[src/design/wpr_pkg.sv]
// Shared constants and types of the wireless power receiver link
package wpr_pkg;
  localparam int CLK_HZ     = 100_000_000;
  localparam int CYC_PER_MS = CLK_HZ / 1000;
  localparam int FAST_MS    = 30;
  localparam int SLOW_MS    = 250;
  localparam int SETTLE_MS  = 150;
  localparam int FAST_CYC_DEF   = FAST_MS * CYC_PER_MS;
  localparam int SLOW_CYC_DEF   = SLOW_MS * CYC_PER_MS;
  localparam int SETTLE_CYC_DEF = SETTLE_MS * CYC_PER_MS;
  localparam int TMR_W = 25;

  typedef enum logic [3:0] {
    PKT_NONE     = 4'h0,
    PKT_STRENGTH = 4'h1,
    PKT_CONFIG   = 4'h2,
    PKT_IDENT    = 4'h3,
    PKT_CTRL_ERR = 4'h4,
    PKT_END_PWR  = 4'h5,
    PKT_PMA_RESP = 4'h8,
    PKT_PMA_INC  = 4'h9,
    PKT_PMA_DEC  = 4'ha,
    PKT_PMA_NOCH = 4'hb,
    PKT_PMA_EOC  = 4'hc
  } wpr_pkt_type;

  // End-power-transfer reason codes
  localparam logic [7:0] EPT_UNKNOWN  = 8'h00;
  localparam logic [7:0] EPT_CHARGED  = 8'h01;
  localparam logic [7:0] EPT_FAULT    = 8'h02;
  localparam logic [7:0] EPT_OVERTEMP = 8'h03;
  localparam logic [7:0] EPT_OVERVOLT = 8'h04;

  // Rectifier codes in 0.1 V steps
  localparam logic [7:0] RECT_STARTUP = 8'h50;
  localparam logic [7:0] RAMP_TARGET  = 8'h52;
  localparam logic [7:0] TGT_BASE     = 8'h32;
  localparam int         TGT_SHIFT    = 2;
  localparam logic [7:0] CE_WIN       = 8'h02;
  localparam logic [6:0] CE_START_MAX = 7'h40;
  localparam logic [7:0] CE_POS_MAX   = 8'h7f;
  localparam logic [7:0] CE_NEG_MAX   = 8'h80;
  localparam logic [7:0] STRENGTH_VAL = 8'hff;
  localparam logic [7:0] CONFIG_VAL   = 8'h05;
  localparam logic [7:0] IDENT_VAL    = 8'h5a; // Arbitrary value

  // Synchronised comparator bus positions
  localparam int S_PMEM = 0;
  localparam int S_HOT  = 1;
  localparam int S_CLO  = 2;
  localparam int S_CHG  = 3;
  localparam int S_ADP  = 4;
  localparam int S_FLT  = 5;
  localparam int S_OVP  = 6;
  localparam int S_SRG  = 7;
  localparam int S_UH   = 8;
  localparam int S_UL   = 9;
  localparam int S_LH   = 10;
  localparam int S_LL   = 11;
  localparam int S_PMA  = 12;
  localparam int S_W    = 13;

  // Transmitter controller registers (byte addresses)
  localparam logic [3:0] REG_CTRL   = 4'h0;
  localparam logic [3:0] REG_STATUS = 4'h4;
  localparam int         CTRL_EN    = 0;
  localparam logic       CTRL_EN_RST = 1'b0;
endpackage : wpr_pkg

[src/design/wpr_link_if.sv]
// Packet link between receiver and transmitter controller
`timescale 1ns/100ps
interface wpr_link_if;
  logic                 power_on;
  logic                 grant;
  logic                 pkt_ready;
  logic                 pkt_valid;
  wpr_pkg::wpr_pkt_type pkt_type;
  logic [7:0]           pkt_data;

  modport rx (
    input  power_on,
    input  grant,
    input  pkt_ready,
    output pkt_valid,
    output pkt_type,
    output pkt_data
  );
  modport tx (
    output power_on,
    output grant,
    output pkt_ready,
    input  pkt_valid,
    input  pkt_type,
    input  pkt_data
  );
endinterface : wpr_link_if

[src/design/wpr_sync.sv]
// Two-flop synchroniser bank
`timescale 1ns/100ps
module wpr_sync #(
  parameter int W = 1
) (
  input  wire logic         clk,
  input  wire logic         rst_b,
  input  wire logic [W-1:0] d,
  output logic      [W-1:0] q
);
  logic [W-1:0] meta_ff;

  always_ff @(posedge clk or negedge rst_b)
  begin
    if (!rst_b)
    begin
      meta_ff <= '0;
      q       <= '0;
    end
    else
    begin
      meta_ff <= d;
      q       <= meta_ff;
    end
  end
endmodule : wpr_sync

[src/design/wpr_rx_end.sv]
// Receiver end: startup handshake, control loop and end of transfer
`timescale 1ns/100ps
module wpr_rx_end #(
  parameter int FAST_CYC   = wpr_pkg::FAST_CYC_DEF,
  parameter int SLOW_CYC   = wpr_pkg::SLOW_CYC_DEF,
  parameter int SETTLE_CYC = wpr_pkg::SETTLE_CYC_DEF
) (
  input  wire logic       clk,
  input  wire logic       rst_b,
  wpr_link_if.rx          link,
  input  wire logic       mode_pma,
  input  wire logic       ping_mem_hi,
  input  wire logic       therm_hot,
  input  wire logic       ctrl_low,
  input  wire logic       charge_done,
  input  wire logic       adapter_present,
  input  wire logic       internal_fault,
  input  wire logic       rect_ovp,
  input  wire logic       input_surge,
  input  wire logic       above_upper_high,
  input  wire logic       above_upper_low,
  input  wire logic       above_lower_high,
  input  wire logic       above_lower_low,
  input  wire logic [7:0] rect_code,
  input  wire logic [6:0] iout_pct,
  output logic            pad_detect_n_o,
  output logic            pad_detect_n_oe,
  output logic            ldo_en,
  output logic            contract_ok,
  output logic            not_converged,
  output logic [7:0]      end_code
);
  import wpr_pkg::*;

  typedef enum logic [3:0] {
    ST_OFF   = 4'b0000,
    ST_SS    = 4'b0001,
    ST_CFG   = 4'b0011,
    ST_ID    = 4'b0010,
    ST_WAITG = 4'b0110,
    ST_RAMP  = 4'b0111,
    ST_ACT   = 4'b0101,
    ST_END   = 4'b0100,
    ST_STOP  = 4'b1100,
    ST_PRESP = 4'b1101,
    ST_PRUN  = 4'b1111
  } wpr_rx_state_type;

  wpr_rx_state_type state_ff;
  wpr_rx_state_type nxt_state;
  logic [S_W-1:0]   raw_in;
  logic [S_W-1:0]   syn;
  logic             pma;
  logic             end_req;
  logic [7:0]       end_why;
  logic [7:0]       nxt_end_code;
  logic             issue;
  wpr_pkt_type      iss_type;
  logic [7:0]       iss_data;
  logic             accepted;
  logic             periodic;
  logic             timer_run;
  logic [TMR_W-1:0] tmr_ff;
  logic [TMR_W-1:0] tmr_last;
  logic             tick;
  logic             tick_pend_ff;
  logic             ovp_d_ff;
  logic [6:0]       ce_cnt_ff;
  logic [7:0]       tgt_dyn;
  logic [7:0]       tgt_sel;
  logic [7:0]       tgt_ff;
  logic [8:0]       diff;
  logic [7:0]       ce_val;
  logic [TMR_W-1:0] settle_ff;
  logic             out_en_ff;
  wpr_pkt_type      dir_ff;
  wpr_pkt_type      nxt_dir;
  wpr_pkt_type      pma_sig;

  assign raw_in = {mode_pma, above_lower_low, above_lower_high, above_upper_low,
                   above_upper_high, input_surge, rect_ovp, internal_fault,
                   adapter_present, charge_done, ctrl_low, therm_hot, ping_mem_hi};

  wpr_sync #(.W(S_W)) wpr_sync_inst (
    .clk   (clk),
    .rst_b (rst_b),
    .d     (raw_in),
    .q     (syn)
  );

  assign pma = syn[S_PMA];
  assign pad_detect_n_o = 1'b0;

  always_ff @(posedge clk or negedge rst_b)
  begin
    if (!rst_b)
      pad_detect_n_oe <= 1'b0;
    else
      pad_detect_n_oe <= ~pma & syn[S_PMEM];
  end

  // End condition and its reason, hottest first
  always_comb
  begin
    end_req = 1'b1;
    end_why = EPT_UNKNOWN;
    if (syn[S_HOT] | syn[S_CLO])
      end_why = EPT_OVERTEMP;
    else if (syn[S_FLT])
      end_why = EPT_FAULT;
    else if (syn[S_ADP])
      end_why = EPT_UNKNOWN;
    else if (syn[S_CHG])
      end_why = EPT_CHARGED;
    else
      end_req = 1'b0;
  end

  assign tgt_dyn = TGT_BASE + 8'(iout_pct >> TGT_SHIFT);
  assign tgt_sel = (state_ff == ST_RAMP) ? RAMP_TARGET : tgt_dyn;
  assign diff    = {1'b0, tgt_sel} - {1'b0, rect_code};
  assign ce_val  = (diff[8] != diff[7]) ? (diff[8] ? CE_NEG_MAX : CE_POS_MAX) : diff[7:0];

  // PMA zone decision with entry direction memory
  always_comb
  begin
    nxt_dir = dir_ff;
    pma_sig = PKT_PMA_NOCH;
    if (syn[S_UH])
    begin
      nxt_dir = PKT_PMA_INC;
      pma_sig = PKT_PMA_INC;
    end
    else if (!syn[S_LL])
    begin
      nxt_dir = PKT_PMA_DEC;
      pma_sig = PKT_PMA_DEC;
    end
    else if (syn[S_LH] && !syn[S_UL])
      nxt_dir = PKT_PMA_NOCH;
    else if (syn[S_UL])
      pma_sig = (dir_ff == PKT_PMA_INC) ? PKT_PMA_INC : PKT_PMA_NOCH;
    else
      pma_sig = (dir_ff == PKT_PMA_DEC) ? PKT_PMA_DEC : PKT_PMA_NOCH;
  end

  always_ff @(posedge clk or negedge rst_b)
  begin
    if (!rst_b)
      dir_ff <= PKT_PMA_NOCH;
    else if (state_ff != ST_PRUN)
      dir_ff <= PKT_PMA_NOCH;
    else
      dir_ff <= nxt_dir;
  end

  // Packet cadence timer
  assign timer_run = (state_ff == ST_RAMP) | (state_ff == ST_ACT) | (state_ff == ST_PRUN);
  assign tmr_last  = ((state_ff == ST_RAMP) | syn[S_SRG]) ?
                     TMR_W'(FAST_CYC - 1) : TMR_W'(SLOW_CYC - 1);
  assign tick      = timer_run & (tmr_ff >= tmr_last);

  always_ff @(posedge clk or negedge rst_b)
  begin
    if (!rst_b)
      tmr_ff <= '0;
    else if (!timer_run || tick)
      tmr_ff <= '0;
    else
      tmr_ff <= tmr_ff + 1'b1;
  end

  always_ff @(posedge clk or negedge rst_b)
  begin
    if (!rst_b)
      ovp_d_ff <= 1'b0;
    else
      ovp_d_ff <= syn[S_OVP];
  end

  // Pending periodic packet; a new tick wins over the clear
  always_ff @(posedge clk or negedge rst_b)
  begin
    if (!rst_b)
      tick_pend_ff <= 1'b0;
    else if (!timer_run)
      tick_pend_ff <= 1'b0;
    else if (tick || (syn[S_OVP] && !ovp_d_ff))
      tick_pend_ff <= 1'b1;
    else if (issue && periodic)
      tick_pend_ff <= 1'b0;
  end

  assign accepted = link.pkt_valid & link.pkt_ready;
  assign periodic = timer_run & tick_pend_ff & ~link.pkt_valid;

  // Sequencer
  always_comb
  begin
    nxt_state    = state_ff;
    nxt_end_code = end_code;
    issue        = 1'b0;
    iss_type     = PKT_NONE;
    iss_data     = '0;
    unique case (state_ff)
      ST_OFF:
        if (link.power_on)
        begin
          if (end_req)
          begin
            nxt_state    = ST_END;
            nxt_end_code = end_why;
          end
          else
            nxt_state = pma ? ST_PRESP : ST_SS;
        end
      ST_SS:
      begin
        issue    = ~link.pkt_valid;
        iss_type = PKT_STRENGTH;
        iss_data = STRENGTH_VAL;
        if (accepted)
          nxt_state = ST_CFG;
      end
      ST_CFG:
      begin
        issue    = ~link.pkt_valid;
        iss_type = PKT_CONFIG;
        iss_data = CONFIG_VAL;
        if (accepted)
          nxt_state = ST_ID;
      end
      ST_ID:
      begin
        issue    = ~link.pkt_valid;
        iss_type = PKT_IDENT;
        iss_data = IDENT_VAL;
        if (accepted)
          nxt_state = ST_WAITG;
      end
      ST_WAITG:
        if (link.grant)
          nxt_state = ST_RAMP;
      ST_RAMP, ST_ACT:
      begin
        issue    = periodic;
        iss_type = PKT_CTRL_ERR;
        iss_data = ce_val;
        if (end_req)
        begin
          nxt_state    = ST_END;
          nxt_end_code = end_why;
        end
        else if (state_ff == ST_RAMP && rect_code >= RECT_STARTUP)
          nxt_state = ST_ACT;
        else if (state_ff == ST_RAMP && ce_cnt_ff == CE_START_MAX)
        begin
          nxt_state    = ST_END;
          nxt_end_code = EPT_OVERVOLT;
        end
      end
      ST_PRESP:
      begin
        issue    = ~link.pkt_valid;
        iss_type = PKT_PMA_RESP;
        if (accepted)
          nxt_state = ST_PRUN;
      end
      ST_PRUN:
      begin
        issue    = periodic;
        iss_type = pma_sig;
        if (end_req)
        begin
          nxt_state    = ST_END;
          nxt_end_code = end_why;
        end
      end
      ST_END:
      begin
        issue    = ~link.pkt_valid;
        iss_type = pma ? PKT_PMA_EOC : PKT_END_PWR;
        iss_data = end_code;
        if (accepted)
          nxt_state = ST_STOP;
      end
      ST_STOP:
        nxt_state = ST_STOP;
      default:
        nxt_state = ST_OFF;
    endcase
    if (!link.power_on)
      nxt_state = ST_OFF;
  end

  always_ff @(posedge clk or negedge rst_b)
  begin
    if (!rst_b)
    begin
      state_ff <= ST_OFF;
      end_code <= EPT_UNKNOWN;
    end
    else
    begin
      state_ff <= nxt_state;
      end_code <= nxt_end_code;
    end
  end

  // Outgoing packet register, held until accepted
  always_ff @(posedge clk or negedge rst_b)
  begin
    if (!rst_b)
    begin
      link.pkt_valid <= 1'b0;
      link.pkt_type  <= PKT_NONE;
      link.pkt_data  <= '0;
    end
    else if (!link.power_on)
      link.pkt_valid <= 1'b0;
    else if (issue)
    begin
      link.pkt_valid <= 1'b1;
      link.pkt_type  <= iss_type;
      link.pkt_data  <= iss_data;
    end
    else if (link.pkt_ready)
      link.pkt_valid <= 1'b0;
  end

  always_ff @(posedge clk or negedge rst_b)
  begin
    if (!rst_b)
      ce_cnt_ff <= '0;
    else if (state_ff != ST_RAMP)
      ce_cnt_ff <= '0;
    else if (accepted && link.pkt_type == PKT_CTRL_ERR)
      ce_cnt_ff <= ce_cnt_ff + 1'b1;
  end

  // Settling window restarts whenever the target moves
  always_ff @(posedge clk or negedge rst_b)
  begin
    if (!rst_b)
    begin
      tgt_ff        <= '0;
      settle_ff     <= '0;
      not_converged <= 1'b0;
    end
    else
    begin
      tgt_ff <= tgt_dyn;
      if (state_ff != ST_ACT || tgt_ff != tgt_dyn)
        settle_ff <= '0;
      else if (settle_ff < TMR_W'(SETTLE_CYC))
        settle_ff <= settle_ff + 1'b1;
      not_converged <= (state_ff == ST_ACT) && (settle_ff >= TMR_W'(SETTLE_CYC)) &&
                       (($signed(ce_val) > $signed(CE_WIN)) ||
                        ($signed(ce_val) < -$signed(CE_WIN)));
    end
  end

  always_ff @(posedge clk or negedge rst_b)
  begin
    if (!rst_b)
    begin
      out_en_ff   <= 1'b0;
      ldo_en      <= 1'b0;
      contract_ok <= 1'b0;
    end
    else
    begin
      out_en_ff   <= (nxt_state == ST_ACT) | (nxt_state == ST_PRUN);
      ldo_en      <= out_en_ff & ~syn[S_OVP];
      contract_ok <= (state_ff == ST_RAMP) | (state_ff == ST_ACT);
    end
  end
endmodule : wpr_rx_end

[src/flat_wrapper.sv]
// flat-port wrapper written by rule: the top's interface ports become plain ports
module wpr_rx_end_flat import wpr_pkg::*;
#(
  parameter int FAST_CYC   = wpr_pkg::FAST_CYC_DEF,
  parameter int SLOW_CYC   = wpr_pkg::SLOW_CYC_DEF,
  parameter int SETTLE_CYC = wpr_pkg::SETTLE_CYC_DEF
)
  (clk, rst_b, mode_pma, ping_mem_hi, therm_hot, ctrl_low, charge_done, adapter_present, internal_fault, rect_ovp, input_surge, above_upper_high, above_upper_low, above_lower_high, above_lower_low, rect_code, iout_pct, pad_detect_n_o, pad_detect_n_oe, ldo_en, contract_ok, not_converged, end_code, link_power_on, link_grant, link_pkt_ready, link_pkt_valid, link_pkt_type, link_pkt_data);
  wpr_link_if link_i ();
  input  wire logic clk;
  input  wire logic rst_b;
  input  wire logic mode_pma;
  input  wire logic ping_mem_hi;
  input  wire logic therm_hot;
  input  wire logic ctrl_low;
  input  wire logic charge_done;
  input  wire logic adapter_present;
  input  wire logic internal_fault;
  input  wire logic rect_ovp;
  input  wire logic input_surge;
  input  wire logic above_upper_high;
  input  wire logic above_upper_low;
  input  wire logic above_lower_high;
  input  wire logic above_lower_low;
  input  wire logic [7:0] rect_code;
  input  wire logic [6:0] iout_pct;
  output logic pad_detect_n_o;
  output logic pad_detect_n_oe;
  output logic ldo_en;
  output logic contract_ok;
  output logic not_converged;
  output logic [7:0] end_code;
  input wire logic [$bits(link_i.power_on)-1:0] link_power_on;
  input wire logic [$bits(link_i.grant)-1:0] link_grant;
  input wire logic [$bits(link_i.pkt_ready)-1:0] link_pkt_ready;
  output wire logic [$bits(link_i.pkt_valid)-1:0] link_pkt_valid;
  output wire logic [$bits(link_i.pkt_type)-1:0] link_pkt_type;
  output wire logic [$bits(link_i.pkt_data)-1:0] link_pkt_data;
  assign link_i.power_on = link_power_on;
  assign link_i.grant = link_grant;
  assign link_i.pkt_ready = link_pkt_ready;
  assign link_pkt_valid = link_i.pkt_valid;
  assign link_pkt_type = link_i.pkt_type;
  assign link_pkt_data = link_i.pkt_data;
  wpr_rx_end #(.FAST_CYC(FAST_CYC), .SLOW_CYC(SLOW_CYC), .SETTLE_CYC(SETTLE_CYC)) u_core (.clk(clk), .rst_b(rst_b), .link(link_i), .mode_pma(mode_pma), .ping_mem_hi(ping_mem_hi), .therm_hot(therm_hot), .ctrl_low(ctrl_low), .charge_done(charge_done), .adapter_present(adapter_present), .internal_fault(internal_fault), .rect_ovp(rect_ovp), .input_surge(input_surge), .above_upper_high(above_upper_high), .above_upper_low(above_upper_low), .above_lower_high(above_lower_high), .above_lower_low(above_lower_low), .rect_code(rect_code), .iout_pct(iout_pct), .pad_detect_n_o(pad_detect_n_o), .pad_detect_n_oe(pad_detect_n_oe), .ldo_en(ldo_en), .contract_ok(contract_ok), .not_converged(not_converged), .end_code(end_code));
endmodule
[config.mk]
export PLATFORM = sky130hd
export DESIGN_NAME = wpr_rx_end_flat
export DESIGN_NICKNAME = d
export VERILOG_FILES = /design/src/design/wpr_pkg.sv /design/src/design/wpr_link_if.sv /design/src/design/wpr_sync.sv /design/src/design/wpr_rx_end.sv /design/src/flat_wrapper.sv
export SDC_FILE = /design/constraint.sdc
export NUM_CORES = 1
export LEC_CHECK = 0
export ABC_CLOCK_PERIOD_IN_PS = 4760
export BUFFER_PORTS_ARGS = -buffer_cell sky130_fd_sc_hd__buf_2
export CORE_ASPECT_RATIO = 2
export CORE_MARGIN = 2
export CORE_UTILIZATION = 30
export DETAILED_ROUTE_END_ITERATION = 8
export GPL_ROUTABILITY_DRIVEN = 1
export GPL_TIMING_DRIVEN = 0
export HOLD_SLACK_MARGIN = 0.15
export SLEW_MARGIN = 20
export SYNTH_ARGS = -nofsm -noshare
export SYNTH_HDL_FRONTEND = slang
export SYNTH_SLANG_ARGS = --single-unit
[constraint.sdc]
create_clock -name clk -period 4.76 [get_ports clk]
set_input_delay 0 -clock clk [delete_from_list [all_inputs] [get_ports clk]]
set_output_delay 0 -clock clk [all_outputs]
set_load 0.02 [all_outputs]
==> metrics.cfg <==
[drt]
drc=0
wl_per_cell_um=14.48
vias_per_cell=4.851
drtIter0Drc=186
drt-pass1-iter-count=6
vias=5006
wirelength_mm=14.95
postRouteAntennaNets=0

[cts]
clkTransAtPathRegs_ns=0.06
cts_made_buffers=17
cts_buffer_depth=2
postCtsSetupRepairBufs=0
clock_latency_ns=0.41
root_buffer=clkbuf_16
htree_levels=4
cts_tree=yes
cts_sinks=119

[floorplan]
io_pins=59
rows=75
dieWidth_um=106.4
initial_core_util_pct=30.23
die-area_mm2=0.02224
core_mm2=0.02083
dieHeight_um=208.9

[logic_synthesis]
yosysMostFrequentCell=dfrtp_1
yosys_warnings=0
yosysTopAreaCell=dfrtp_1
syn-cell-area_mm2=0.006297
syn_inst=648
post_synth.cell_area_avg_um2=9.718
yosysSeqAreaShare_pct=47.33
synth_top_area_share_pct=46.49
synth_common_cells=dfrtp_1 (117), nor2_1 (68), nand2_1 (59), xor2_1 (48), nand3_1 (31)
synth_edf_count=0
synthDistinctLibCells=69
synthArstFlopShare_pct=100.0
synth_ff_type=dfrtp_1
ys_ff_latch=119
synth_area_leaders=dfrtp_1 (46%), xor2_1 (6.7%), ha_1 (4.8%)

[setup_path]
worst_setup_path_end_kind=flop
critPathLaunchType=flop
crit_path_top_delay_cell=nor3_1
worstPathArrival_ns=4.52
path_delay_family=simple AND/OR/NAND/NOR gates
cp_cell_sequence=nand2_1 > or2_2 > inv_1 > nand2_1 > clkbuf_1 > nand2_1 > ha_1 > fa_1 > nor2b_1 > o2111ai_1 > a211o_1 > nor3_1 > o21ai_0 > and3_1 > o41ai_1
required_ns=5.05
cp_max_fo=10
cpMostUsedCell=nand2_1
cpPeakStageDelay_ns=0.54
worst-path-buf-inv=2
criticalPathCategory=reg2reg

[global_routing]
grt_pass1_wl_mm=24.83
grtUsageMet1_pct=13.35
antenna_found_initial=0
use_met3_pct=2.932
grt_max_degree=79
grt_overflow=0
grt_usage_pct=14.22
grt_pass1_vias=5247
busiest_layer=met2
met2_usage_pct=26.90

[sta]
maxSlewHeadroom_pct=37.91
worstMarginPinSlew_ns=0.9228
maxSlewViolCount=0
rsz0062_at_grt=false
report.final.hold_viol_count=0
finalCriticalPeriod_ns=4.222
fin_tns_setup_ns=0
fmax_mhz=236.9
fin_skew_ns=0.005691
final-setup-viol-count=0
finalCritPeriodShare_pct=88.69

[outcome]
status=completed

[layout]
finalNetCount=808
multi_input_area_mm2=0.003065
regArea_mm2=0.002980
drive_gt1_share_pct=18.09
n_fill_cell=2150
final_cell_area_mm2=0.007824
diodes=0
area_delta_synth_final_pct=24.24

[placed_design]
portBuffers=50
dpl_cell_area_mm2=0.006937
dp_hpwl_mm=11.15
place_congestion=0.8724

[power]
p_leak_nw=3.429
p_per_area_mw_per_mm2=343.4
ir_drop_v=0.0002395

[worst_hold_path]
worstHoldPathType=in2reg

[job]
drv_cap=0

==> worst paths after layout <==
kind | startpoint | end | slack (ns) | cells after the start
hold reg to reg | u_core.wpr_sync_inst.meta_ff[3] | u_core.wpr_sync_inst.q[3] | 0.35 | 0
max in group asynchronous | rst_b | u_core.dir_ff[0] | 3.69 | 4
min in group asynchronous | rst_b | u_core.tmr_ff[16] | 0.67 | 4
setup reg to reg | u_core.state_ff[0] | u_core.link.pkt_data[0] | 0.54 | 15
hold / removal | internal_fault | u_core.wpr_sync_inst.meta_ff[5] | 0.22 | 2
setup / recovery | u_core.state_ff[0] | u_core.link.pkt_data[0] | 0.54 | 15
==> flip-flops by register name, summed over array words and instances (netlist names) <==
register	cells
u_core.link.pkt_type	4
u_core.wpr_sync_inst.meta_ff	13
u_core.dir_ff	2
u_core.tick_pend_ff	1
u_core.ovp_d_ff	1
u_core.ldo_en	1
u_core.contract_ok	1
u_core.ce_cnt_ff	7
u_core.end_code	3
u_core.link.pkt_data	8
u_core.link.pkt_valid	1
u_core.pad_detect_n_oe	1
u_core.wpr_sync_inst.q	13
u_core.settle_ff	25
u_core.tmr_ff	25
u_core.not_converged	1
u_core.state_ff	4
u_core.tgt_ff	7
u_core.out_en_ff	1
==> worst register-to-register path, stage by stage (launching register included) <==
cell and delay [ns]:
dfrtp_1 0.39, nand2_1 0.07, or2_2 0.20, inv_1 0.11
nand2_1 0.27, clkbuf_1 0.41, nand2_1 0.11, ha_1 0.22
fa_1 0.40, nor2b_1 0.21, o2111ai_1 0.22, a211o_1 0.34
nor3_1 0.54, o21ai_0 0.17, and3_1 0.18, o41ai_1 0.26
==> stage by stage <==
stage | utilization [%] | worst slack [ns] | power (W) | hold WS (ns) | std cells
final | 37.56 | 0.5384 | 0.002686 | 0.2243 | 1032
after global routing | 37.56 | 0.1693 | 0.002809 | 0.2154 | 1032
after CTS | 37.53 | 0.5148 | 0.002719 | 0.1993 | 1032
after detailed placement | 33.30 | 0.5250 | 0.001408 | -0.04511 | 973
after global placement | 33.14 | 0.5661 | 0.001402 | 0.1084 | 972
after floorplan | - | 1.452 | 0.001288 | -0.2956 | 653
==> power by group <==
part           internal (W)  switching (W)  leakage [nW]  total (W)
combinational      0.000132       0.000198          1.59   0.000330
sequential          0.00105      0.0000294          1.56    0.00108
clock              0.000811       0.000464         0.281    0.00127
==> what timing repair did <==
action,CTS,global route
resized for setup,0,0
endpoints found under the hold margin,145,0
hold buffers,27,0
==> layout make-up <==
type,instances,share of cell area (%)
Tap cell,269,4.302
Multi-Input combinational cell,481,39.18
Sequential cell,119,38.09
Inverter,27,1.295
Buffer,26,2.239
Clock buffer,21,6.013
Timing Repair Buffer,78,7.308
Clock inverter,11,1.567
==> routing by layer <==
layer	vias up	part of all wire (%)
met5	-	0
met4	0	5.2
met3	46	2.7
met2	99	56
met1	2417	36
li1	2444	-
==> cells in the final DEF (no fill, tap or decap), types with 11 or more instances in the layout <==
master / n
dfrtp_1: 117
nor2_1: 68
nand2_1: 59
buf_2: 49
xor2_1: 48
nand3_1: 31
a21oi_1: 29
inv_1: 27
dlygate4sd3_1: 26
ha_1: 24
o21ai_0: 23
nor2_2: 19
clkbuf_16: 17
clkbuf_1: 15
xnor2_1: 15
and3_1: 13
nand4_1: 12
nor2b_1: 12
nor3_1: 11
==> cells by family after synthesis <==
logic type               synth area share [%]
AO/OA/AOI/OAI                           10.91
XOR/XNOR                                8.762
adder cells (fa/ha/maj)                 5.086
buffers and inverters                   4.391
flip-flops                              47.33
multiplexers                            1.212
other                                 0.05955
AND/OR/NAND/NOR                         22.25
Note: power is estimated with default switching activity, not from simulation.
